<file path="config.mk">
export PLATFORM = sky130hd
export DESIGN_NAME = trgh_top
export DESIGN_NICKNAME = d
export VERILOG_FILES = /design/src/verilog/trgh_pkg.sv /design/src/verilog/trgh_top.sv /design/src/verilog/trgh_fifo.sv
export SDC_FILE = /design/constraint.sdc
export NUM_CORES = 1
export LEC_CHECK = 0
export BUFFER_PORTS_ARGS = -buffer_cell sky130_fd_sc_hd__buf_2
export CORE_MARGIN = 2
export CORE_UTILIZATION = 45
export CTS_CLUSTER_DIAMETER = 60
export DETAILED_ROUTE_END_ITERATION = 7
export SYNTH_ARGS = -nofsm -noshare
export SYNTH_HDL_FRONTEND = slang
export SYNTH_HIERARCHICAL = 1
export SYNTH_SLANG_ARGS = --single-unit
</file>
<file path="constraint.sdc">
create_clock -name clk_sys -period 9.05 [get_ports clk_sys]
set_clock_uncertainty 0.1 [all_clocks]
set_input_delay 0.4525 -clock clk_sys [delete_from_list [all_inputs] [get_ports clk_sys]]
set_output_delay 0.4525 -clock clk_sys [all_outputs]
set_load 0.05 [all_outputs]
</file>
<file path="src/verilog/trgh_pkg.sv">
// trgh_pkg: constants for the health-gated true random generator wrapper.
// assumes one 25 MHz system clock and a synchronous active-high reset.
package trgh_pkg;
	localparam int unsigned CLK_MHZ = 25;
	// data path
	localparam int unsigned WORD_W = 32;
	localparam int unsigned FIFO_DEPTH = 32;
	// total-failure test: this many equal raw bits in a row count as a dead source
	localparam int unsigned STUCK_LIMIT = 64;
	// online test window, in raw bits, and the ones-count acceptance band
	localparam int unsigned WIN_BITS = 1024;
	localparam int unsigned ONES_MIN = 432;
	localparam int unsigned ONES_MAX = 592;
	// interval between periodic online tests, in microseconds
	localparam int unsigned RETEST_US = 1000;
	localparam int unsigned RETEST_CYC = RETEST_US * CLK_MHZ;
	// average entropy per internal bit must exceed this figure, in thousandths
	localparam int unsigned ENTROPY_MILLI = 997;
	// counter widths
	localparam int unsigned STUCK_W = 7;
	localparam int unsigned WIN_W = 11;
	localparam int unsigned RETEST_W = 15;
	localparam logic [STUCK_W-1:0] STUCK_LIMIT_C = 7'h40;
	localparam logic [WIN_W-1:0] WIN_LAST_C = 11'h3ff;
	localparam logic [WIN_W-1:0] ONES_MIN_C = 11'h1b0;
	localparam logic [WIN_W-1:0] ONES_MAX_C = 11'h250;
	localparam logic [4:0] BIT_LAST_C = 5'h1f;
	typedef enum logic [2:0] {
		TRGH_OFF,
		TRGH_STARTUP,
		TRGH_RUN,
		TRGH_FAIL
	} trgh_state_t;
endpackage

</file>
<file path="src/verilog/trgh_top.sv">
// trgh_top: health-gated true random generator output stage.
// assumes raw_bit arrives from the analogue source asynchronously; consumer is on clk_sys.
// Contract
// - test the source for total failure at start-up; deliver nothing on failure.
// - on total failure during run, block values built from later raw bits.
// - run the online statistical check at start-up and continuously while running; here it runs one window at start-up and one per retest interval.
// - keep output off until start-up check passes; suppress it on any defect.
// - re-trigger the online check periodically at a fixed interval.
// - internal bits must carry average entropy per bit above 0.997.
// - post-process raw entropy before values reach the consumer.
// - software test failure switches the generator off; no further values.
`timescale 1ns/1ps
module trgh_top (
	input wire logic clk_sys,
	input wire logic reset,
	input wire logic gen_enable,
	input wire logic sw_test_fail,
	input wire logic raw_bit,
	input wire logic rnd_ready,
	output logic rnd_valid,
	output logic [31:0] rnd_data,
	output logic rnd_fail,
	output logic rnd_busy
);
	trgh_pkg::trgh_state_t state_q, state_d;
	logic raw_meta_q, raw_sync_q, raw_prev_q;
	logic [trgh_pkg::STUCK_W-1:0] stuck_q;
	logic [trgh_pkg::WIN_W-1:0] win_q, ones_q;
	logic [trgh_pkg::RETEST_W-1:0] retest_q;
	logic testing_q, passed_q;
	logic pair_half_q, pair_first_q;
	logic [31:0] word_q;
	logic [4:0] bits_q;
	logic word_valid_q;
	logic fail_q, sw_off_q;
	logic out_valid_q;
	logic [31:0] out_data_q;
	logic fifo_out_valid;
	logic [31:0] fifo_out_data;
	logic fifo_in_ready;

	// pass/fail helper for the ones count at the online window end
	function automatic logic ones_ok(input logic [trgh_pkg::WIN_W-1:0] n);
		ones_ok = (n >= trgh_pkg::ONES_MIN_C) && (n <= trgh_pkg::ONES_MAX_C);
	endfunction

	// raw bit crosses in from the analogue source; two flops before any use
	always_ff @(posedge clk_sys)
	begin
		if (reset)
		begin
			raw_meta_q <= 1'b0;
			raw_sync_q <= 1'b0;
			raw_prev_q <= 1'b0;
		end
		else
		begin
			raw_meta_q <= raw_bit;
			raw_sync_q <= raw_meta_q;
			raw_prev_q <= raw_sync_q;
		end
	end

	wire running = (state_q == trgh_pkg::TRGH_STARTUP) || (state_q == trgh_pkg::TRGH_RUN);
	// stuck source detect
	// 62 earlier equal pairs plus this one make 64 equal bits in a row
	wire stuck_hit = running && (raw_sync_q == raw_prev_q) && (stuck_q == trgh_pkg::STUCK_LIMIT_C - 7'h02);
	wire win_end = testing_q && (win_q == trgh_pkg::WIN_LAST_C);
	wire ones_next_ok = ones_ok(ones_q + {10'h000, raw_sync_q});
	wire online_bad = win_end && !ones_next_ok;
	wire online_good = win_end && ones_next_ok;
	wire retest_due = (state_q == trgh_pkg::TRGH_RUN) && (retest_q == '0);
	wire any_fail = stuck_hit || online_bad || sw_test_fail;

	// total-failure run-length counter, active on every raw bit while running
	always_ff @(posedge clk_sys)
	begin
		if (reset || !running || raw_sync_q != raw_prev_q)
			stuck_q <= '0;
		else if (stuck_q != trgh_pkg::STUCK_LIMIT_C)
			stuck_q <= stuck_q + 7'h01;
	end

	// online test window: counts ones over a fixed number of raw bits
	always_ff @(posedge clk_sys)
	begin
		if (reset || !running)
		begin
			testing_q <= 1'b0;
			win_q <= '0;
			ones_q <= '0;
		end
		else if (state_q == trgh_pkg::TRGH_STARTUP && !testing_q && !passed_q)
		begin
			testing_q <= 1'b1;
			win_q <= '0;
			ones_q <= '0;
		end
		else if (retest_due)
		begin
			testing_q <= 1'b1;
			win_q <= '0;
			ones_q <= '0;
		end
		else if (testing_q)
		begin
			testing_q <= !win_end;
			win_q <= win_q + 11'h001;
			ones_q <= ones_q + {10'h000, raw_sync_q};
		end
	end

	// start-up pass latch; cleared whenever the generator leaves running
	always_ff @(posedge clk_sys)
	begin
		if (reset || !running)
			passed_q <= 1'b0;
		else if (online_good)
			passed_q <= 1'b1;
	end

	// interval timer; reloads after each retrigger
	always_ff @(posedge clk_sys)
	begin
		if (reset || state_q != trgh_pkg::TRGH_RUN || retest_due)
			retest_q <= trgh_pkg::RETEST_W'(trgh_pkg::RETEST_CYC - 1);
		else
			retest_q <= retest_q - 15'h0001;
	end

	always_comb
	begin
		state_d = state_q;
		unique case (state_q)
			trgh_pkg::TRGH_OFF:
				if (gen_enable && !sw_off_q)
					state_d = trgh_pkg::TRGH_STARTUP;
			trgh_pkg::TRGH_STARTUP:
				if (any_fail)
					state_d = trgh_pkg::TRGH_FAIL;
				else if (online_good)
					state_d = trgh_pkg::TRGH_RUN;
				else if (!gen_enable)
					state_d = trgh_pkg::TRGH_OFF;
			trgh_pkg::TRGH_RUN:
				if (any_fail)
					state_d = trgh_pkg::TRGH_FAIL;
				else if (!gen_enable)
					state_d = trgh_pkg::TRGH_OFF;
			trgh_pkg::TRGH_FAIL:
				if (!gen_enable && !sw_off_q)
					state_d = trgh_pkg::TRGH_OFF;
			default:
				state_d = trgh_pkg::TRGH_FAIL;
		endcase
	end

	always_ff @(posedge clk_sys)
	begin
		if (reset)
			state_q <= trgh_pkg::TRGH_OFF;
		else
			state_q <= state_d;
	end

	// software shutdown is sticky until reset
	always_ff @(posedge clk_sys)
	begin
		if (reset)
			sw_off_q <= 1'b0;
		else if (sw_test_fail)
			sw_off_q <= 1'b1;
	end

	// failure flag: set on any failure while running wins, cleared only by reset or a re-enable from off
	always_ff @(posedge clk_sys)
	begin
		if (reset)
			fail_q <= 1'b0;
		else if (any_fail && running)
			fail_q <= 1'b1;
		else if (state_q == trgh_pkg::TRGH_OFF && gen_enable && !sw_off_q)
			fail_q <= 1'b0;
	end

	// von neumann post-processing: pairs 01 -> 0, 10 -> 1, equal pairs dropped
	// debiasing keeps output entropy near one bit per bit for an independent source
	wire vn_fire = running && pair_half_q && (raw_sync_q != pair_first_q);
	always_ff @(posedge clk_sys)
	begin
		if (reset || !running)
		begin
			pair_half_q <= 1'b0;
			pair_first_q <= 1'b0;
			bits_q <= '0;
			word_q <= '0;
			word_valid_q <= 1'b0;
		end
		else
		begin
			pair_half_q <= !pair_half_q;
			pair_first_q <= raw_sync_q;
			word_valid_q <= vn_fire && (bits_q == trgh_pkg::BIT_LAST_C);
			if (vn_fire)
			begin
				word_q <= {word_q[30:0], pair_first_q};
				bits_q <= bits_q + 5'h01;
			end
		end
	end

	// flush discards every word that may hold post-failure raw bits
	wire fifo_flush = any_fail || !running;
	// only words made while passed enter the fifo
	wire fifo_push = word_valid_q && passed_q && !any_fail && fifo_in_ready; // a full queue drops the word
	// offer only while run still holds at the next edge, so a disable never leaves a word standing in off
	wire run_stay = (state_q == trgh_pkg::TRGH_RUN) && gen_enable && !any_fail;
	trgh_fifo #(
		.WIDTH(trgh_pkg::WORD_W),
		.DEPTH(trgh_pkg::FIFO_DEPTH)
	) u_fifo (
		.clk_sys(clk_sys),
		.reset(reset),
		.flush(fifo_flush),
		.in_valid(fifo_push),
		.in_ready(fifo_in_ready),
		.in_data(word_q),
		.out_valid(fifo_out_valid),
		.out_ready(rnd_ready && !out_valid_q && run_stay),
		.out_data(fifo_out_data)
	);

	// output register: one word offered at a time, withdrawn on any failure
	wire take = rnd_ready && !out_valid_q && fifo_out_valid && run_stay;
	always_ff @(posedge clk_sys)
	begin
		if (reset || !run_stay)
		begin
			out_valid_q <= 1'b0;
			out_data_q <= '0;
		end
		else if (out_valid_q && rnd_ready)
			out_valid_q <= 1'b0;
		else if (take)
		begin
			out_valid_q <= 1'b1;
			out_data_q <= fifo_out_data;
		end
	end

	always_ff @(posedge clk_sys)
	begin
		if (reset)
			rnd_busy <= 1'b0;
		else
			rnd_busy <= (state_d == trgh_pkg::TRGH_STARTUP) || testing_q;
	end
	assign rnd_valid = out_valid_q;
	assign rnd_data = out_data_q;
	assign rnd_fail = fail_q;
endmodule

</file>
<file path="src/verilog/trgh_fifo.sv">
// trgh_fifo: synchronous FIFO with valid/ready on both sides.
// assumes producer and consumer share clk_sys; flush empties it in one cycle.
`timescale 1ns/1ps
module trgh_fifo #(
	parameter int unsigned WIDTH = 32,
	parameter int unsigned DEPTH = 32
)(
	input wire logic clk_sys,
	input wire logic reset,
	input wire logic flush,
	input wire logic in_valid,
	output logic in_ready,
	input wire logic [WIDTH-1:0] in_data,
	output logic out_valid,
	input wire logic out_ready,
	output logic [WIDTH-1:0] out_data
);
	localparam int unsigned AW = $clog2(DEPTH);
	logic [WIDTH-1:0] mem [DEPTH];
	logic [AW:0] wr_q;
	logic [AW:0] rd_q;
	wire full = (wr_q[AW] != rd_q[AW]) && (wr_q[AW-1:0] == rd_q[AW-1:0]);
	wire empty = (wr_q == rd_q);
	wire push = in_valid && !full;
	wire pop = out_ready && !empty;

	// status and head word
	assign in_ready = !full;
	assign out_valid = !empty;
	assign out_data = mem[rd_q[AW-1:0]];

	// storage write
	always_ff @(posedge clk_sys)
	begin
		if (push)
			mem[wr_q[AW-1:0]] <= in_data;
	end

	// pointers; flush drops everything held
	always_ff @(posedge clk_sys)
	begin
		if (reset || flush)
		begin
			wr_q <= '0;
			rd_q <= '0;
		end
		else
		begin
			if (push)
				wr_q <= wr_q + (AW+1)'(1);
			if (pop)
				rd_q <= rd_q + (AW+1)'(1);
		end
	end
endmodule

</file>
==> results of run 1 <==
## critical path: cells and delay by family (launching register included)
family	cells	cell delay, ns
flip-flops	1	0.40
adder cells (fa/ha/maj)	2	0.62
AND/OR/NAND/NOR	5	2.53
AO/OA/AOI/OAI	5	1.28
## power groups by stage
stage | clock network, mW | registers (mW) | logic (mW)
2_1_floorplan | 0 | 5.90 | 0.0181
3_3_place_gp | 0 | 5.89 | 0.0275
3_5_place_dp | 0 | 5.89 | 0.0284
4_1_cts | 4.85 | 5.78 | 0.0294
5_1_grt | 5.08 | 5.78 | 0.0323
6_report | 4.77 | 5.78 | 0.0290
## what timing repair did
| action | CTS | global route |
|---|---|---|
| resized for setup | 0 | 0 |
| hold buffers | 2 | 0 |
| endpoints found under the hold margin | 2 | 0 |
## worst max path at each step
stage | endpoint | cells past startpoint | slack (ns)
global route | u_fifo/mem[2][20] | 12 | 3.38
detailed placement | u_fifo/mem[2][23] | 12 | 3.65
finish | u_fifo/mem[8][26] | 12 | 3.67
global placement | u_fifo/mem[0][23] | 12 | 3.66
floorplan | u_fifo/mem[12][0] | 12 | 4.17
CTS | u_fifo/mem[2][9] | 12 | 3.63
## metrics by stage
stage | area (sq um) | cells | utilization
finish | 51200 | 4386 | 0.510
global route | 51200 | 4386 | 0.510
CTS | 51200 | 4386 | 0.510
detailed placement | 47300 | 4166 | 0.471
global placement | 47300 | 4166 | 0.471
floorplan | 45700 | 2910 | -
## flip-flops by register name (all words and copies together), names as in the netlist, 3 cells and up, named ones only
signal	count
bits_q	5
ones_q	11
retest_q	15
rnd_data	32
state_q	3
stuck_q	7
u_fifo/mem	1024
u_fifo/rd_q	6
u_fifo/wr_q	6
win_q	11
word_q	32
## cell usage after synthesis, types with 2 or more instances
| master | number |
|---|---|
| edfxtp_1 | 1024 |
| mux2i_1 | 552 |
| nand2_1 | 206 |
| a21oi_1 | 146 |
| dfxtp_1 | 145 |
| nor2_1 | 140 |
| nand3_1 | 114 |
| a22oi_1 | 96 |
| clkbuf_1 | 68 |
| a22o_1 | 65 |
| buf_2 | 53 |
| nor3_1 | 40 |
| a31oi_1 | 34 |
| xor2_1 | 27 |
| xnor2_1 | 26 |
| buf_4 | 23 |
| ha_1 | 14 |
| buf_1 | 12 |
| inv_1 | 12 |
| nand2b_1 | 10 |
| nand4_1 | 10 |
| and3_1 | 9 |
| nor2b_1 | 8 |
| or3_1 | 8 |
| nor4_1 | 6 |
| and2_1 | 5 |
| nand3b_1 | 4 |
| or2_2 | 4 |
| or4_1 | 4 |
| buf_6 | 3 |
| nor3b_1 | 3 |
| a41oi_1 | 2 |
| and4_1 | 2 |
| nand2_2 | 2 |
| o21ai_0 | 2 |
| or3b_2 | 2 |
## cell type report
type | instances | area, sq um
fillers | 8322 | 49200
flip-flops and latches | 1169 | 33700
multi-input cells | 1570 | 11600
clock buffers | 139 | 3070
well taps | 1357 | 1700
clock inverters | 79 | 769
repair buffers | 60 | 380
inverters | 12 | 45.0
## logic make-up (layout without fill, tap and decap cells)
logic type      count (synthesis)  in the layout  synth area share
other cells                     1              1         0.0000820
fa+ha+maj                      14             14           0.00383
simple gates                  584            584            0.0579
mux                           552            552             0.121
xor+xnor                       53             53            0.0101
flops                        1169           1169             0.736
buf+inv                       171            290            0.0179
compound gates                366            366            0.0537
## metal layers
metal	GRT usage	part of all wire
met1	0.332	0.46
met2	0.318	0.44
met3	0.0451	0.091
met4	0.0442	0.015
met5	0	0
==> flow_summary.yaml, run 1 <==
sta:
  max_freq_ghz: 0.186
  setup_slack_ns: 3.67
  final.period_utilization: 0.595
  rsz0062_at_grt: "false"
  setup_viol: 0
  fin_setup_tns_ns: 0
  drv_slew: 0
  slew_headroom: 0.168
  finalHoldViolations: 0
  finalCriticalPeriod_ns: 5.38
  worstMarginPinSlew_ns: 1.25
  holdWs_ns: 0.0517
placed_design:
  gp_congestion: 0.852
  hpwlAfterDp_mm: 67.8
  pre_cts_slack_ns: 3.65
  io_buffers: 40
power_and_ir_drop:
  switchingPower_mw: 2.05
  static-leakage-power_nw: 17.3
  p_int_mw: 8.53
  peakVddDrop_v: 0.000191
  pwr-share-comb: 0.003
  power.total_mw: 10.6
  p_sw_frac: 0.194
  pwr_density_cell_mw_per_mm2: 207
  p_clk_frac: 0.451
  p_seq_frac: 0.546
worst_setup_path:
  crit_path_end_kind: "register"
  cp_common_cell: "ha_1"
  r2r-end: "u_fifo/mem[8][26]"
  required_ns: 9.26
  r2r-start: "raw_sync_q"
  arrival_ns: 5.59
  slowest_delay_ns: 1.11
  cp-startpoint: "raw_sync_q"
  path_cells: "ha_1 -> ha_1 -> or4_1 -> a21oi_1 -> o311ai_1 -> a2111oi_2 -> a311o_2 -> nand2_2 -> nor2_1 -> a21boi_4 -> nand2_1 -> nor2_4"
  rr_worst_depth: 12
  worstPathMaxFanout: 32
  cp_slowest_cell: "nor2_4"
  critPathLaunchType: "register"
  rrSetupSlack_ns: 3.67
  worstSetupPathType: "register to register"
global_routing:
  grt_pass1_vias: 24300
  grt_max_degree: 127
  gr-usage-all-layers: 0.216
  grt_pass1_wl_mm: 164
  grt.overflow.total: 0
  antenna_found_initial: 4
clock_network:
  cts_htree_levels: 3
  postCtsSetupRepairBufs: 0
  clock_latency_ns: 0.71
  cts_buffers: 117
  cts_tree: "built"
  cts_root_buffer: "clkbuf_16"
  clk_pin_slew_worst_paths_ns: 0.06
  clockBufferDepth: 3
  cts_sinks: 1169
finish:
  final_cell_mix: "edfxtp_1, mux2i_1, nand2_1"
  drive_above_1_share: 0.106
  diodes: 0
  final_common_cell: "edfxtp_1"
  fin_nets: 2950
  area_growth_pct: 12.0
synthesis:
  synth_edf_count: 1024
  syn_avg_cell_area_sq_um: 15.7
  synth.largest_area_cell: "edfxtp_1"
  yosys.cell_types.count: 65
  yosys_most_used_dff: "edfxtp_1"
  synth_top_cells_by_area: "edfxtp_1, mux2i_1, dfxtp_1, nand2_1, a21oi_1"
  synth_top_area_frac: 0.672
  ys_warn_count: 6
  ys_seq_area_frac: 0.736
  syn_inst: 2910
  synthArstFlopShare: 0
  yosys_register_bits: 1169
  netlist_area_sq_mm: 0.0457
  syn_nets: 2930
die:
  core_region_area_sq_mm: 0.100
  die_area_sq_mm: 0.104
  die_x_um: 323
  die_y_um: 323
  io_pins: 41
  rows: 116
  start_util: 0.455
route:
  routed_wl_mm: 113
  vias_per_cell: 5.74
  drtPass1Iterations: 6
  drc: 0
  via_count: 25200
  drt_iter0_markers: 2897
  wl_per_cell_um: 25.8
  detail-route-antenna-nets: 0
status:
  status: "finished clean"
min_path:
  hold_class: "input port to register"
  holdPathEnd: "sw_off_q"
  hold_depth: 2
  hold_start: "reset"
run:
  maxCapViolCount: 0
Note: power is estimated with default switching activity, not from simulation.
==> inputs of run 2 (changes only) <==
==> constraint.sdc (replaced) <==
create_clock -name clk_sys -period 5.1 [get_ports clk_sys]
set_clock_uncertainty 0.1 [all_clocks]
set_input_delay 0.255 -clock clk_sys [delete_from_list [all_inputs] [get_ports clk_sys]]
set_output_delay 0.255 -clock clk_sys [all_outputs]
set_load 0.05 [all_outputs]
==> flow_summary.yaml, run 2 (synthesized netlist as in run 1, its figures left out) <==
status:
  status: "finished clean"
power_and_ir_drop:
  static-leakage-power_nw: 17.7
  peakVddDrop_v: 0.000289
  pwr_density_cell_mw_per_mm2: 359
clock_network:
  cts_buffers: 116
  cts_sinks: 1169
  cts_tree: "built"
  cts_resized: 0
  clock_latency_ns: 0.70
  clk_pin_slew_worst_paths_ns: 0.06
  cts_root_buffer: "clkbuf_16"
  clockBufferDepth: 3
  cts_htree_levels: 3
die:
  rows: 116
  core_region_area_sq_mm: 0.100
  die_area_sq_mm: 0.104
  start_util: 0.455
  die_x_um: 323
  io_pins: 41
  die_y_um: 323
finish:
  drive_above_1_share: 0.124
  final_common_cell: "edfxtp_1"
  stdcell_area_sq_mm: 0.0520
  final_util: 0.518
  fin_nets: 3034
  largest_reg_flops: 1024
  final_cell_mix: "edfxtp_1, mux2i_1, nand2_1"
  area_growth_pct: 13.6
  diodes: 0
placed_design:
  io_buffers: 40
  hpwlAfterDp_mm: 69.3
  gp_congestion: 0.825
  post_dp_cell_area_sq_mm: 0.0482
route:
  wl_per_cell_um: 25.0
  via_count: 25300
  drtPass1Iterations: 8
  drc: 0
  drt_iter0_markers: 2706
  detail-route-antenna-nets: 0
  routed_wl_mm: 112
  vias_per_cell: 5.66
sta:
  slew_headroom: 0.299
  rsz0062_at_grt: "false"
  holdWs_ns: 0.298
  finalCriticalPeriod_ns: 4.58
  fin_setup_tns_ns: 0
  drv_slew: 0
  worstMarginPinSlew_ns: 1.05
  finalHoldViolations: 0
  setup_viol: 0
  final.period_utilization: 0.898
  max_freq_ghz: 0.218
worst_setup_path:
  r2r-end: "u_fifo/mem[7][7]"
  rrSetupSlack_ns: 0.52
  critPathLaunchType: "register"
  r2r-start: "raw_sync_q"
  worstSetupPathType: "register to register"
  cp-startpoint: "raw_sync_q"
  cp-endpoint: "u_fifo/mem[7][7]"
  rr_worst_depth: 13
  arrival_ns: 4.84
  required_ns: 5.36
  worstPathMaxFanout: 20
  crit_path_end_kind: "register"
global_routing:
  grt.overflow.total: 0
  grt_pass1_wl_mm: 165
  antenna_found_initial: 2
  grt_max_degree: 85
  grt_pass1_vias: 25200
  gr-usage-all-layers: 0.215
min_path:
  hold_class: "register to register"
run:
  maxCapViolCount: 0
-- run 2: power breakdown --
group	leakage (nW)	internal, mW	switching (mW)
registers	12.3	10.3	0.00574
logic	3.57	0.0170	0.0365
clock network	1.84	4.86	3.50
total	17.7	15.1	3.54
-- run 2: what timing repair did --
item / CTS / global route
setup endpoints to repair: 0 / 0
setup buffers: 0 / 0
hold endpoints to repair: 11 / 0
hold buffers: 7 / 0
-- run 2: routing by layer --
layer	vias up	routed length [um]	track usage
met5	-	0	0
met4	0	2110	0.0498
li1	11400	-	-
met3	151	8800	0.0341
met2	925	50400	0.332
met1	12800	50700	0.322
-- run 2: cell type report --
type	count	area (sq um)
timing repair buffer	145	1240
multi-input combinational	1570	11600
tap	1357	1700
sequential	1169	33700
clock buffer	147	3110
fill	8264	48500
inverter	12	45.0
clock inverter	71	639
-- run 2: how the worst min path moves through the flow --
stage	from	end	slack [ns]	cells past startpoint
4_1_cts	retest_q[0]	retest_q[0]	0.30	1
6_report	retest_q[0]	retest_q[0]	0.30	1
2_1_floorplan	retest_q[0]	retest_q[0]	0.27	1
3_3_place_gp	retest_q[0]	retest_q[0]	0.28	1
5_1_grt	retest_q[0]	retest_q[0]	0.32	1
3_5_place_dp	retest_q[0]	retest_q[0]	0.29	1
-- run 2: critical path, cell delays in order, from the launching register on --
cell and delay (ns):
dfxtp_1 0.40, ha_1 0.31, ha_1 0.31, or4_1 0.51, a21oi_1 0.17, o311ai_1 0.18, a2111oi_2 0.42, a311o_2 0.26
nand2_2 0.09, nor2_1 0.17, a21boi_4 0.35, nand2_2 0.41, nor2_4 0.22, buf_4 0.31
-- run 2: stage by stage --
step                      setup WS (ns)  power, mW  cells
after floorplan                   0.222       10.5   2910
after global placement            0.667       10.5   4246
after detailed placement          0.602       10.5   4246
after CTS                         0.581       18.8   4471
final                             0.522       18.7   4471
after global routing              0.211       19.2   4471
